### config.mk
export PLATFORM = sky130hd
export DESIGN_NAME = quadword_reference_accel_ctrl
export DESIGN_NICKNAME = d
export VERILOG_FILES = /design/src/hw/qref_pkg.sv /design/src/hw/quadword_reference_accel_ctrl.sv
export VERILOG_INCLUDE_DIRS = /design/src /design/src/hw
export SDC_FILE = /design/constraint.sdc
export NUM_CORES = 1
export LEC_CHECK = 0
export BUFFER_PORTS_ARGS = -buffer_cell sky130_fd_sc_hd__buf_2
export CAP_MARGIN = 20
export CORE_ASPECT_RATIO = 0.9
export CORE_MARGIN = 4
export CORE_UTILIZATION = 25
export CTS_CLUSTER_SIZE = 10
export DETAILED_ROUTE_END_ITERATION = 6
export GPL_TIMING_DRIVEN = 0
export PLACE_DENSITY = 0.48
export SYNTH_ARGS = -nofsm -noshare
export SYNTH_HDL_FRONTEND = slang
export SYNTH_SLANG_ARGS = --single-unit
### constraint.sdc
create_clock -name sys_clk -period 16.6 [get_ports sys_clk]
set_clock_uncertainty 0.1 [all_clocks]
set_input_delay 0.83 -clock sys_clk [delete_from_list [all_inputs] [get_ports sys_clk]]
set_output_delay 0.83 -clock sys_clk [all_outputs]
set_load 0.02 [all_outputs]
### src/hw/qref_cfg.svh
// Offsets, field positions, reset values and sizes for the quadword reference block.
`ifndef QREF_CFG_SVH
`define QREF_CFG_SVH
`define ACC_CTRL_OFFSET        8'h28
`define ACC_CTRL_BAD_PAR_BIT   31
`define ACC_CTRL_FPU_EN_BIT    1
`define ACC_CTRL_BAD_PAR_RST   1'b0
`define ACC_CTRL_FPU_EN_RST    1'b0
`define PQ_SLOTS           3'h4
`define QW_BYTES           4'h8
`endif

### src/hw/qref_pkg.sv
// Types shared by the quadword reference block.
package qref_pkg;
    typedef enum logic [1:0] {
        REF_ISTREAM,
        REF_DREAD,
        REF_DREAD_LOCK,
        REF_WRITE
    } ref_kind_e;
    typedef enum logic [1:0] {
        OPC_OTHER,
        OPC_FLOAT,
        OPC_MULL
    } opc_class_e;
    typedef enum logic [1:0] {
        DSRC_OPERAND,
        DSRC_PAGE_TABLE_ENTRY,
        DSRC_SYSTEM_CONTROL_BLOCK,
        DSRC_PROCESS_CONTROL_BLOCK
    } dsrc_e;
endpackage : qref_pkg

### src/hw/quadword_reference_accel_ctrl.sv
// Quadword reference splitter and accelerator control/status register.
//
// Contract
// RULE1: Bad-parity bit set forces inverted parity on all writes and operand transfers.
// RULE2: Reading control register clears bad-parity bit; that bit reads back zero.
// RULE3: Interrupt, exception or console halt start clears bad-parity state first.
// RULE4: Reset clears the bad-parity enable bit.
// RULE5: Register reads return zero in bits 30 to 2 and bit 0.
// RULE6: Coprocessor enabled sends float and longword multiply to the coprocessor.
// RULE7: Coprocessor disabled makes float instructions raise reserved instruction fault.
// RULE8: Reset clears the coprocessor-enable bit.
// RULE9: Software sets bad-parity bit only for diagnostics.
// RULE10: Software keeps coprocessor enabled normally, may clear after coprocessor error.
// RULE11: Empty prefetch queue longword slot triggers aligned quadword fetch unless halted.
// RULE12: Operand, page table, control block fetches issue demand data reads.
// RULE13: Interlocked instructions issue read-lock references instead of plain reads.
// RULE14: Byte, contained word or aligned quadword read gives one quadword read.
// RULE15: Straddling word or unaligned quadword read gives two quadword reads.
// RULE16: Larger reads split into consecutive quadword reads without merging.
// RULE17: Byte, contained word or aligned quadword store gives one quadword write.
// RULE18: Straddling word or unaligned quadword store gives two quadword writes.
// RULE19: Larger stores split into consecutive quadword writes.
// RULE20: Every reference is an aligned quadword flagged masked or unmasked.
// RULE21: Any alignment accepted except interlocked add and queue operands.
// RULE22: Coprocessor path covers three float formats, byte, word, longword conversions.
// RULE23: Split references go in ascending order, next only after previous accepted.
// RULE24: Masked references carry byte enables covering exactly the operand bytes.
`timescale 1ns/10ps
`include "qref_cfg.svh"

module quadword_reference_accel_ctrl (
    // Clock and reset.
    input  wire logic                 sys_clk,
    input  wire logic                 rst,
    // Processor register access.
    input  wire logic                 preg_wr,
    input  wire logic                 preg_rd,
    input  wire logic [7:0]           preg_addr,
    input  wire logic [31:0]          preg_wdata,
    output logic      [31:0]          preg_rdata,
    output logic                      preg_rvalid,
    // Trap events.
    input  wire logic                 trap_start,
    // Instruction dispatch.
    input  wire logic                 instr_valid,
    input  wire qref_pkg::opc_class_e instr_class,
    output logic                      coproc_dispatch,
    output logic                      mull_microcode,
    output logic                      resv_instr_fault,
    // Prefetch queue.
    input  wire logic [2:0]           pq_used,
    input  wire logic                 pq_halted,
    // Data operand requests.
    input  wire logic                 op_valid,
    input  wire logic                 op_write,
    input  wire logic                 op_interlock,
    input  wire logic                 op_aligned_only,
    input  wire qref_pkg::dsrc_e      op_src,
    input  wire logic [31:0]          op_addr,
    input  wire logic [7:0]           op_len,
    output logic                      op_ready,
    output logic                      align_fault,
    // Quadword references toward cache and memory.
    output logic                      ref_valid,
    output qref_pkg::ref_kind_e       ref_kind,
    output logic [31:0]               ref_addr,
    output logic [7:0]                ref_byte_en,
    output logic                      ref_masked,
    output logic                      ref_bad_parity,
    input  wire logic                 ref_accept,
    // Coprocessor operand transfers.
    input  wire logic                 coproc_xfer,
    output logic                      coproc_bad_parity
);
    import qref_pkg::*;

    // ==========================================================
    // Control register
    // ==========================================================
    logic        bad_par_reg;
    logic        fpu_en_reg;
    logic        acc_hit;

    assign acc_hit = (preg_addr == `ACC_CTRL_OFFSET);

    always_ff @(posedge sys_clk or posedge rst) begin
        if (rst) begin
            bad_par_reg <= `ACC_CTRL_BAD_PAR_RST; // RULE4
        end else if (trap_start) begin
            bad_par_reg <= 1'b0; // RULE3
        end else if (preg_rd && acc_hit) begin
            bad_par_reg <= 1'b0; // RULE2
        end else if (preg_wr && acc_hit) begin
            bad_par_reg <= preg_wdata[`ACC_CTRL_BAD_PAR_BIT];
        end
    end

    always_ff @(posedge sys_clk or posedge rst) begin
        if (rst) begin
            fpu_en_reg <= `ACC_CTRL_FPU_EN_RST; // RULE8
        end else if (preg_wr && acc_hit) begin
            fpu_en_reg <= preg_wdata[`ACC_CTRL_FPU_EN_BIT];
        end
    end

    // Bad-parity bit is write only, so reads show only the enable bit.
    always_ff @(posedge sys_clk or posedge rst) begin
        if (rst) begin
            preg_rdata  <= 32'h0000_0000;
            preg_rvalid <= 1'b0;
        end else begin
            preg_rvalid <= preg_rd;
            preg_rdata  <= 32'h0000_0000; // RULE5
            if (preg_rd && acc_hit) begin
                preg_rdata[`ACC_CTRL_FPU_EN_BIT] <= fpu_en_reg; // RULE5
            end
        end
    end

    // ==========================================================
    // Instruction dispatch
    // ==========================================================
    // Float class covers F, D and G formats and byte, word and
    // longword conversions; the decoder reports them as one class.
    always_ff @(posedge sys_clk or posedge rst) begin
        if (rst) begin
            coproc_dispatch <= 1'b0;
        end else begin
            coproc_dispatch <= instr_valid && fpu_en_reg &&
                               (instr_class == OPC_FLOAT ||
                                instr_class == OPC_MULL); // RULE6 RULE22
        end
    end

    // With the coprocessor off, longword multiply falls back to microcode.
    always_ff @(posedge sys_clk or posedge rst) begin
        if (rst) begin
            mull_microcode <= 1'b0;
        end else begin
            mull_microcode <= instr_valid && !fpu_en_reg &&
                              instr_class == OPC_MULL;
        end
    end

    always_ff @(posedge sys_clk or posedge rst) begin
        if (rst) begin
            resv_instr_fault <= 1'b0;
        end else begin
            resv_instr_fault <= instr_valid && !fpu_en_reg &&
                                instr_class == OPC_FLOAT; // RULE7
        end
    end

    // ==========================================================
    // Byte enables for one quadword
    // ==========================================================
    function automatic logic [7:0] qw_mask(input logic [31:0] first,
                                           input logic [31:0] last,
                                           input logic [31:0] base);
        logic [7:0] m;
        logic [31:0] b;
        m = 8'h00;
        for (int i = 0; i < 8; i++) begin
            b = base + 32'(i);
            m[i] = (b >= first) && (b <= last);
        end
        return m;
    endfunction : qw_mask

    // ==========================================================
    // Reference sequencer
    // ==========================================================
    typedef enum logic [1:0] {
        ST_IDLE,
        ST_DATA,
        ST_FETCH
    } seq_e;

    seq_e        state_reg;
    logic [31:0] cur_qw_reg;
    logic [31:0] first_reg;
    logic [31:0] last_reg;
    ref_kind_e   kind_reg;
    logic [31:0] fetch_addr_reg;
    logic        pq_empty_slot;
    logic        bad_align;
    logic [31:0] op_last;
    logic [7:0]  mask_now;

    assign pq_empty_slot = (pq_used < `PQ_SLOTS) && !pq_halted; // RULE11
    assign op_last   = op_addr + 32'(op_len) - 32'h1;
    assign bad_align = op_aligned_only &&
                       ((op_addr & (32'(op_len) - 32'h1)) != 32'h0); // RULE21
    assign mask_now  = qw_mask(first_reg, last_reg, cur_qw_reg);

    // ==========================================================
    // Request decode
    // ==========================================================
    logic        op_live;
    logic        take_fault;
    logic        take_op;
    logic        take_fetch;
    logic        data_issue;
    logic        data_accept;
    logic        last_qw;
    logic        fetch_accept;

    // Demand data takes priority over prefetch in the idle state.
    assign op_live      = op_valid && (op_len != 8'h00);
    assign take_fault   = (state_reg == ST_IDLE) && op_live && bad_align;
    assign take_op      = (state_reg == ST_IDLE) && op_live && !bad_align;
    assign take_fetch   = (state_reg == ST_IDLE) && !op_live && pq_empty_slot;
    assign data_issue   = (state_reg == ST_DATA) && !ref_valid;
    assign data_accept  = (state_reg == ST_DATA) && ref_valid && ref_accept;
    assign last_qw      = (cur_qw_reg[31:3] == last_reg[31:3]);
    assign fetch_accept = (state_reg == ST_FETCH) && ref_accept;

    // ==========================================================
    // Sequencer state
    // ==========================================================
    always_ff @(posedge sys_clk or posedge rst) begin
        if (rst) begin
            state_reg <= ST_IDLE;
        end else begin
            case (state_reg)
                ST_IDLE: begin
                    if (take_op) begin
                        state_reg <= ST_DATA;
                    end else if (take_fetch) begin
                        state_reg <= ST_FETCH;
                    end
                end
                ST_DATA: begin
                    // Next quadword only after the current one is taken.
                    if (data_accept && last_qw) begin
                        state_reg <= ST_IDLE;
                    end
                end
                ST_FETCH: begin
                    if (fetch_accept) begin
                        state_reg <= ST_IDLE;
                    end
                end
                default: begin
                    state_reg <= ST_IDLE;
                end
            endcase
        end
    end

    // Operand window and the quadword now being referenced.
    always_ff @(posedge sys_clk or posedge rst) begin
        if (rst) begin
            cur_qw_reg <= 32'h0000_0000;
            first_reg  <= 32'h0000_0000;
            last_reg   <= 32'h0000_0000;
            kind_reg   <= REF_DREAD;
        end else if (take_op) begin
            // All data sources (operand, page table entry, control
            // blocks) issue demand reads.
            first_reg  <= op_addr; // RULE12
            last_reg   <= op_last;
            cur_qw_reg <= {op_addr[31:3], 3'h0}; // RULE20
            if (op_write) begin
                kind_reg <= REF_WRITE;
            end else if (op_interlock) begin
                kind_reg <= REF_DREAD_LOCK; // RULE13
            end else begin
                kind_reg <= REF_DREAD;
            end
        end else if (data_accept && !last_qw) begin // RULE18 RULE19 RULE23
            cur_qw_reg <= cur_qw_reg + 32'(`QW_BYTES); // RULE15 RULE16
        end
    end

    // Completion pulse, raised together with align_fault for a refused aligned-only operand.
    always_ff @(posedge sys_clk or posedge rst) begin
        if (rst) begin
            op_ready    <= 1'b0;
            align_fault <= 1'b0;
        end else begin
            align_fault <= take_fault; // RULE21
            op_ready    <= take_fault ||
                           (data_accept && last_qw); // RULE14 RULE17
        end
    end

    // ==========================================================
    // Reference outputs
    // ==========================================================
    // Outputs hold steady until the far side accepts the reference.
    always_ff @(posedge sys_clk or posedge rst) begin
        if (rst) begin
            ref_valid   <= 1'b0;
            ref_kind    <= REF_ISTREAM;
            ref_addr    <= 32'h0000_0000;
            ref_byte_en <= 8'h00;
            ref_masked  <= 1'b0;
        end else if (take_fetch) begin
            ref_valid   <= 1'b1;
            ref_kind    <= REF_ISTREAM; // RULE11
            ref_addr    <= fetch_addr_reg;
            ref_byte_en <= 8'hff;
            ref_masked  <= 1'b0;
        end else if (data_issue) begin
            ref_valid   <= 1'b1;
            ref_kind    <= kind_reg;
            ref_addr    <= cur_qw_reg; // RULE20
            ref_byte_en <= mask_now; // RULE24
            ref_masked  <= (mask_now != 8'hff); // RULE20
        end else if (data_accept || fetch_accept ||
                     (state_reg != ST_DATA && state_reg != ST_FETCH)) begin
            ref_valid   <= 1'b0;
        end
    end

    // Prefetch address advances one quadword per accepted fetch.
    always_ff @(posedge sys_clk or posedge rst) begin
        if (rst) begin
            fetch_addr_reg <= 32'h0000_0000;
        end else if (fetch_accept) begin
            fetch_addr_reg <= fetch_addr_reg + 32'(`QW_BYTES);
        end
    end

    // ==========================================================
    // Parity corruption
    // ==========================================================
    always_ff @(posedge sys_clk or posedge rst) begin
        if (rst) begin
            ref_bad_parity <= 1'b0;
        end else begin
            ref_bad_parity <= bad_par_reg && !trap_start; // RULE1 RULE3
        end
    end

    always_ff @(posedge sys_clk or posedge rst) begin
        if (rst) begin
            coproc_bad_parity <= 1'b0;
        end else begin
            coproc_bad_parity <= bad_par_reg && !trap_start &&
                                 coproc_xfer; // RULE1
        end
    end

endmodule : quadword_reference_accel_ctrl

==> run_summary.xml, run 1 <==
<?xml version="1.0" encoding="UTF-8"?>
<metrics>
  <group name="yosys">
    <metric name="yosys-top-cells-area" unit="">dfrtp_1 (30%), ha_1 (18%), nand2_1 (6.0%)</metric>
    <metric name="syn_inst" unit="">1776</metric>
    <metric name="synth-edff-count" unit="">0</metric>
    <metric name="post_synth.cell_area_avg" unit="um^2">8.244</metric>
    <metric name="synth.distinct_cells" unit="">76</metric>
    <metric name="ys_async_sr_fraction" unit="%">100.0</metric>
    <metric name="count_of_synthesis_stage_warnings_from_yosys" unit="">0</metric>
    <metric name="synth_area" unit="um^2">14640</metric>
    <metric name="seq_cells_post_synth" unit="">179</metric>
    <metric name="post-synth-top-area-fraction" unit="%">30.42</metric>
    <metric name="synth_flop_cell" unit="">dfrtp_1</metric>
    <metric name="post-synth-top-area-cell" unit="">dfrtp_1</metric>
    <metric name="seq_area_frac_synth" unit="%">30.60</metric>
  </group>
  <group name="pwr">
    <metric name="share_comb_of_total_power" unit="%">63.3</metric>
    <metric name="internal_power" unit="W">0.001541</metric>
    <metric name="max-vdd-ir-drop" unit="V">0.00009102</metric>
    <metric name="pwr-share-clk" unit="%">11.8</metric>
    <metric name="sequentialPowerShare" unit="%">24.9</metric>
    <metric name="power.static_leakage" unit="nW">7.887</metric>
    <metric name="power.density" unit="nW/um^2">189.2</metric>
    <metric name="power.switching" unit="W">0.001649</metric>
    <metric name="switching_share" unit="%">51.69</metric>
  </group>
  <group name="clock_tree">
    <metric name="post_cts_resized" unit="">0</metric>
    <metric name="cts.reportedPaths.clkPinSlew" unit="ps">70</metric>
    <metric name="insertion_delay" unit="ps">460</metric>
    <metric name="numCtsBuffers" unit="">17</metric>
    <metric name="clock_tree.root_cell" unit="">clkbuf_16</metric>
    <metric name="cts_hold_buf" unit="">0</metric>
    <metric name="cts.sink_count" unit="">179</metric>
    <metric name="cts_max_level" unit="">4</metric>
    <metric name="postCtsSetupBuffers" unit="">0</metric>
    <metric name="tritoncts" unit="">built</metric>
    <metric name="clk_path_buf_depth" unit="">2</metric>
  </group>
  <group name="finish">
    <metric name="post_route_cells_drive_above_1_share" unit="%">11.15</metric>
    <metric name="cell_area_after_layout" unit="um^2">16860</metric>
    <metric name="fin_nets" unit="">2254</metric>
    <metric name="synthToLayoutAreaGrowth" unit="%">15.14</metric>
    <metric name="n_fill_cell" unit="">6207</metric>
  </group>
  <group name="critical_path">
    <metric name="crit_path_cell_trace" unit="">buf_2, nor4_1, and4_1, a31oi_1, o41ai_2, and2b_1, buf_6, clkbuf_1, o21ai_0</metric>
    <metric name="r2r_slack" unit="ps">12980</metric>
    <metric name="timing.setup.critical_path_class" unit="">primary input to flop</metric>
    <metric name="worst_path_cell_with_the_longest_stage_delay" unit="">nor4_1</metric>
    <metric name="cpLargestDelayFamily" unit="">simple AND/OR/NAND/NOR gates</metric>
    <metric name="critical_path_arrival" unit="ps">4070</metric>
    <metric name="startpoint_type" unit="">primary input</metric>
    <metric name="crit_fanout" unit="">10</metric>
    <metric name="crit_path_end_kind" unit="">flop</metric>
    <metric name="critical_path_required" unit="ps">16820</metric>
    <metric name="cp.buffers_inverters" unit="">3</metric>
    <metric name="timing.critical_path.slowest_cell_delay" unit="ps">790</metric>
  </group>
  <group name="global_route">
    <metric name="globalRouteTotalUtil" unit="%">15.82</metric>
    <metric name="grt_pass1_wl" unit="um">77630</metric>
    <metric name="grt_max_degree" unit="">107</metric>
    <metric name="congestion_overflow_gr" unit="">0</metric>
    <metric name="antenna_found_initial" unit="">2</metric>
    <metric name="first_global_vias" unit="">13220</metric>
  </group>
  <group name="drt">
    <metric name="avgViaCountPerCell" unit="">4.936</metric>
    <metric name="drt_iter0_drc" unit="">1012</metric>
    <metric name="post_drt_wl_per_cell" unit="um">18.38</metric>
    <metric name="detailedRoute.firstPassIterationCount" unit="">5</metric>
    <metric name="drcViolationCount" unit="">0</metric>
    <metric name="routed_antenna_nets" unit="">0</metric>
    <metric name="detailroute.via_count" unit="">13440</metric>
    <metric name="routed_wirelength" unit="um">50050</metric>
  </group>
  <group name="floorplan">
    <metric name="pin_count" unit="">184</metric>
    <metric name="initial_core_util" unit="%">25.45</metric>
    <metric name="die_h" unit="um">237.6</metric>
    <metric name="dieArea" unit="um^2">62510</metric>
    <metric name="core-area" unit="um^2">57530</metric>
    <metric name="rows" unit="">83</metric>
    <metric name="fp.dieW" unit="um">263.1</metric>
  </group>
  <group name="job">
    <metric name="cap_viol_max_count" unit="">0</metric>
  </group>
  <group name="sta">
    <metric name="endpoints_failing_setup" unit="">0</metric>
    <metric name="final_period_minus_worst_setup_slack" unit="ps">3850</metric>
    <metric name="timing.max_slew.rel_slack" unit="%">35.58</metric>
    <metric name="timing_hold_violations_final" unit="">0</metric>
    <metric name="worst-slew-pin-transition" unit="ps">942.0</metric>
    <metric name="number_of_max_slew_violations_in_the_final_report" unit="">0</metric>
    <metric name="timing.final.crit_share" unit="%">23.19</metric>
    <metric name="grt_setup_unrepaired" unit="">false</metric>
    <metric name="maximum_clock_frequency" unit="MHz">259.8</metric>
    <metric name="setup_total_negative_slack" unit="ps">0</metric>
  </group>
  <group name="placed_design">
    <metric name="place_congestion" unit="">0.9489</metric>
    <metric name="placed_cell_area" unit="um^2">16340</metric>
    <metric name="hpwlAfterDp" unit="um">41700</metric>
    <metric name="io_buffer_count" unit="">118</metric>
  </group>
  <group name="status">
    <metric name="outcome" unit="">completed</metric>
  </group>
  <group name="min_path">
    <metric name="worst_hold_path_type" unit="">primary input to asynchronous set/reset pin</metric>
  </group>
</metrics>
[routing by layer]
| layer | global-route usage, % | wire [um] | vias to the layer above |
|---|---|---|---|
| met3 | 2.194 | 2306 | 53 |
| met5 | 0 | 0 | - |
| met2 | 24.68 | 21920 | 325 |
| li1 | - | - | 6593 |
| met1 | 22.89 | 24710 | 6470 |
| met4 | 4.473 | 1114 | 0 |
[synthesized netlist by cell type (6+ instances only)]
| library cell | instances |
|---|---|
| buf_4 | 33 |
| o21ai_0 | 138 |
| buf_2 | 8 |
| and3_1 | 23 |
| nor2_1 | 113 |
| nand2b_1 | 10 |
| o2111ai_1 | 6 |
| a21o_1 | 26 |
| o21a_1 | 11 |
| nor3_1 | 40 |
| o22ai_1 | 9 |
| nor4_1 | 12 |
| o21ai_1 | 6 |
| a21oi_1 | 106 |
| clkbuf_1 | 65 |
| xor2_1 | 29 |
| nand2_1 | 233 |
| ha_1 | 209 |
| nor2b_1 | 8 |
| xnor2_1 | 59 |
| a31oi_1 | 43 |
| and4_1 | 10 |
| o21bai_1 | 6 |
| nand4_1 | 43 |
| o31ai_1 | 8 |
| inv_1 | 143 |
| and2_1 | 12 |
| dfrtp_1 | 178 |
| or3_1 | 8 |
| nand3_1 | 53 |
| a211oi_1 | 15 |
| o211ai_1 | 17 |
| a211o_1 | 11 |
[layout by cell type, fill, tap and decap left out, types with 11 or more instances in the layout]
master / Yosys / final
a21o_1: 26 / 26
a211oi_1: 15 / 15
conb_1: 1 / 31
xor2_1: 29 / 29
ha_1: 209 / 209
nand2_1: 233 / 233
nand4_1: 43 / 43
inv_1: 143 / 142
nor3_1: 40 / 40
and3_1: 23 / 23
xnor2_1: 59 / 59
and2_1: 12 / 12
clkbuf_16: 0 / 17
a21oi_1: 106 / 106
nor4_1: 12 / 12
a211o_1: 11 / 11
buf_2: 8 / 126
dfrtp_1: 178 / 178
clkbuf_1: 65 / 68
a31oi_1: 43 / 43
nor2_1: 113 / 113
o21ai_0: 138 / 138
nand3_1: 53 / 53
o211ai_1: 17 / 17
o21a_1: 11 / 11
buf_4: 33 / 33
[cell type report]
| type | count | area [um^2] | share of cell area, % |
|---|---|---|---|
| flip-flops and latches | 179 | 4481 | 26.58 |
| repair buffers | 119 | 618.1 | 3.666 |
| well taps | 765 | 957.2 | 5.678 |
| clock buffers | 20 | 436.7 | 2.590 |
| inverters | 143 | 544.3 | 3.228 |
| clock inverters | 11 | 80.08 | 0.4750 |
| diodes | 2 | 5.005 | 0.02969 |
| multi-input cells | 1367 | 9109 | 54.03 |
| plain buffers | 117 | 628.1 | 3.726 |
[final timing paths]
path / startpoint / end / cells after the start
worst max-delay path: op_addr[8] / last_reg[15] / 9
worst min-delay path: rst / ref_addr[9] / 2
worst max register to register: cur_qw_reg[19] / ref_masked / 10
worst min register to register: fetch_addr_reg[31] / fetch_addr_reg[31] / 1
max in group asynchronous: rst / first_reg[23] / 3
min in group sys_clk: fetch_addr_reg[31] / fetch_addr_reg[31] / 1
[power groups by stage]
stage,clock network [W],logic [W],registers (W)
after floorplan,0,0.00134,0.000779
after global placement,0,0.00196,0.000798
after detailed placement,0,0.00199,0.000801
after CTS,0.000387,0.00200,0.000793
after global routing,0.000405,0.00226,0.000819
final,0.000377,0.00202,0.000795
[logic make-up (layout without fill, tap and decap cells)]
kind of cell	after synthesis	after routing	synth area share [%]
AO/OA/AOI/OAI	444	444	18.88
XOR/XNOR	88	88	5.264
adder cells (fa/ha/maj)	210	210	18.00
buffers and inverters	260	410	7.956
flip-flops	179	179	30.60
multiplexers	3	3	0.2222
other	1	33	0.02561
AND/OR/NAND/NOR	591	591	19.06
[per-stage QoR]
| stage | hold WS, ps | setup slack, ps | total power (W) | util [%] | std cells |
|---|---|---|---|---|---|
| final | 311.0 | 12750 | 0.003190 | 29.30 | 2723 |
| after global routing | 372.6 | 12620 | 0.003488 | 29.29 | 2721 |
| after floorplan | 338.6 | 10810 | 0.002122 | - | 1806 |
| after CTS | 342.3 | 12690 | 0.003181 | 29.29 | 2721 |
| after global placement | 366.4 | 8460 | 0.002754 | 28.34 | 2689 |
| after detailed placement | 367.9 | 12190 | 0.002788 | 28.40 | 2690 |
(Power assumes the default switching activity.)
==> run 2: changes to the inputs <==
- PLACE_DENSITY: 0.48 -> 0.49
- clock period: 16.6 -> 3.3 ns (I/O delays scaled with it)
==> run 2 against run 1 <==
Combinational power increased to 5.1 times the previous value; core utilization increased by 1.1 points; flip-flop and latch count unchanged; design area increased by 3.9%; clock power increased to 5.7 times the previous value; cell count increased by 1.7%; worst setup slack got worse by 13000 ps; sequential power increased to 5.0 times the previous value; first-iteration DRC count decreased by 8.4%; wire length increased by 1.4%; register-to-register slack got worse by 13000 ps; global-route usage increased by 0.13 points; critical path type is now flop to flop; largest power group unchanged.
==> run_summary.xml, run 2 (same netlist as run 1, synthesis figures left out) <==
<?xml version="1.0" encoding="UTF-8"?>
<metrics>
  <group name="drt">
    <metric name="avgViaCountPerCell" unit="">4.887</metric>
    <metric name="detailroute.via_count" unit="">13540</metric>
    <metric name="routed_wirelength" unit="um">50750</metric>
    <metric name="post_drt_wl_per_cell" unit="um">18.32</metric>
    <metric name="drcViolationCount" unit="">0</metric>
    <metric name="drt_iter0_drc" unit="">927</metric>
    <metric name="detailedRoute.firstPassIterationCount" unit="">5</metric>
    <metric name="routed_antenna_nets" unit="">0</metric>
  </group>
  <group name="sta">
    <metric name="worst-slew-pin-transition" unit="ps">923.3</metric>
    <metric name="setup_slack" unit="ps">129.2</metric>
    <metric name="maximum_clock_frequency" unit="MHz">315.4</metric>
    <metric name="timing.final.crit_share" unit="%">96.09</metric>
    <metric name="final_period_minus_worst_setup_slack" unit="ps">3171</metric>
    <metric name="timing_hold_violations_final" unit="">0</metric>
    <metric name="number_of_max_slew_violations_in_the_final_report" unit="">0</metric>
    <metric name="grt_setup_unrepaired" unit="">true</metric>
    <metric name="timing.max_slew.rel_slack" unit="%">37.88</metric>
    <metric name="endpoints_failing_setup" unit="">0</metric>
  </group>
  <group name="status">
    <metric name="outcome" unit="">completed</metric>
  </group>
  <group name="global_route">
    <metric name="grt_pass1_wl" unit="um">78060</metric>
    <metric name="congestion_overflow_gr" unit="">0</metric>
    <metric name="antenna_found_initial" unit="">2</metric>
    <metric name="grt_max_degree" unit="">39</metric>
    <metric name="first_global_vias" unit="">13430</metric>
    <metric name="globalRouteTotalUtil" unit="%">15.94</metric>
  </group>
  <group name="pwr">
    <metric name="sequentialPowerShare" unit="%">24.4</metric>
    <metric name="switching_share" unit="%">50.95</metric>
    <metric name="power.switching" unit="W">0.008370</metric>
    <metric name="pwr-share-clk" unit="%">13.0</metric>
    <metric name="share_comb_of_total_power" unit="%">62.6</metric>
    <metric name="report.power.total" unit="W">0.01643</metric>
    <metric name="internal_power" unit="W">0.008057</metric>
    <metric name="power.static_leakage" unit="nW">8.149</metric>
    <metric name="max-vdd-ir-drop" unit="V">0.0004457</metric>
    <metric name="power.density" unit="nW/um^2">937.8</metric>
  </group>
  <group name="critical_path">
    <metric name="critical_path_required" unit="ps">3530</metric>
    <metric name="timing.setup.critical_path_class" unit="">flop to flop</metric>
    <metric name="crit_fanout" unit="">7</metric>
    <metric name="startpoint_type" unit="">flop</metric>
    <metric name="r2r_slack" unit="ps">130</metric>
    <metric name="r2r_end" unit="">ref_masked</metric>
    <metric name="crit-reg2reg-launch" unit="">cur_qw_reg[13]</metric>
    <metric name="crit_path_end_kind" unit="">flop</metric>
    <metric name="r2r.worst_path.cells" unit="">9</metric>
    <metric name="critical_path_arrival" unit="ps">3400</metric>
  </group>
  <group name="floorplan">
    <metric name="fp.dieW" unit="um">263.1</metric>
    <metric name="die_h" unit="um">237.6</metric>
    <metric name="core-area" unit="um^2">57530</metric>
    <metric name="initial_core_util" unit="%">25.45</metric>
    <metric name="pin_count" unit="">184</metric>
    <metric name="rows" unit="">83</metric>
    <metric name="dieArea" unit="um^2">62510</metric>
  </group>
  <group name="clock_tree">
    <metric name="numCtsBuffers" unit="">17</metric>
    <metric name="insertion_delay" unit="ps">460</metric>
    <metric name="cts.sink_count" unit="">179</metric>
    <metric name="cts_max_level" unit="">4</metric>
    <metric name="clock_tree.root_cell" unit="">clkbuf_16</metric>
    <metric name="clk_path_buf_depth" unit="">2</metric>
    <metric name="cts.reportedPaths.clkPinSlew" unit="ps">70</metric>
    <metric name="tritoncts" unit="">built</metric>
  </group>
  <group name="placed_design">
    <metric name="place_congestion" unit="">0.9430</metric>
    <metric name="placed_cell_area" unit="um^2">16390</metric>
    <metric name="io_buffer_count" unit="">118</metric>
    <metric name="post-place-ws" unit="ps">-375.9</metric>
    <metric name="hpwlAfterDp" unit="um">42040</metric>
  </group>
  <group name="finish">
    <metric name="synthToLayoutAreaGrowth" unit="%">19.64</metric>
    <metric name="cell_area_after_layout" unit="um^2">17520</metric>
    <metric name="fin_nets" unit="">2303</metric>
    <metric name="layout.cells.most_common" unit="">nand2_1</metric>
    <metric name="n_fill_cell" unit="">6160</metric>
    <metric name="layout.cells.most_common_list" unit="">nand2_1 (233), ha_1 (209), dfrtp_1 (176), inv_1 (142), o21ai_0 (137)</metric>
    <metric name="post_route_cells_drive_above_1_share" unit="%">11.63</metric>
  </group>
  <group name="min_path">
    <metric name="hold_path_startpoint" unit="">op_addr[0]</metric>
    <metric name="timing.hold.worst_path_depth" unit="">4</metric>
    <metric name="min_delay_worst_endpoint" unit="">last_reg[0]</metric>
    <metric name="worst_hold_path_type" unit="">primary input to flop</metric>
  </group>
  <group name="job">
    <metric name="cap_viol_max_count" unit="">0</metric>
  </group>
</metrics>
[run 2: area by class of cell]
type	instances	area [um^2]	area share, %
plain buffers	116	625.6	3.571
clock buffers	19	432.9	2.471
well taps	765	957.2	5.464
flip-flops and latches	179	4483	25.59
inverters	143	540.5	3.086
diodes	1	2.502	0.01429
repair buffers	169	1141	6.514
clock inverters	11	153.9	0.8786
multi-input cells	1367	9180	52.41
[run 2: what timing repair did]
action,4_1_cts,5_1_grt
hold endpoints to repair,111,0
setup endpoints to repair,3,14
hold buffers,47,0
resized for setup,4,15
buffers inserted,0,0
pin swaps,0,0
[run 2: stage by stage]
step | TNS [ps] | cells | hold slack, ps | util (%)
floorplan | 0 | 1806 | 96.43 | -
global route | -59.03 | 2770 | 64.37 | 30.45
CTS | 0 | 2770 | 20.34 | 30.34
detailed placement | -19900 | 2693 | 219.8 | 28.48
global placement | -112110 | 2689 | 211.8 | 28.34
finish | 0 | 2770 | 42.84 | 30.45
[run 2: layer usage]
layer / global-route usage, % / wire length (um) / vias to the layer above / part of all wire, %
li1: - / - / 6668 / -
met1: 22.82 / 24840 / 6535 / 49
met2: 25.48 / 22770 / 292 / 45
met3: 2.236 / 2334 / 41 / 4.6
met4: 3.878 / 811 / 0 / 1.6
met5: 0 / 0 / - / 0
[run 2: how the worst max path moves through the flow]
stage,startpoint,to,slack [ps],cells past startpoint
3_3_place_gp,rst,first_reg[27],-550,2
5_1_grt,cur_qw_reg[7],ref_byte_en[1],-30,10
2_1_floorplan,cur_qw_reg[19],ref_masked,530,11
4_1_cts,op_addr[6],last_reg[31],20,13
6_report,cur_qw_reg[13],ref_masked,130,9
3_5_place_dp,op_addr[8],last_reg[15],-380,9
[run 2: power by group through the flow]
stage / registers (W) / logic, W / clock network (W)
floorplan: 0.00392 / 0.00676 / 0
global placement: 0.00401 / 0.00983 / 0
detailed placement: 0.00403 / 0.00998 / 0
CTS: 0.00399 / 0.0101 / 0.00219
global route: 0.00413 / 0.0115 / 0.00227
finish: 0.00400 / 0.0103 / 0.00214
[run 2: critical path, stage by stage, from the launching register on]
cell      delay [ps]
dfrtp_1          520
clkbuf_1         170
ha_1             360
a21o_1           230
o41ai_1          560
a31oi_1          200
o32ai_1          320
nand2_1          190
nor4b_2          280
a31oi_1          110
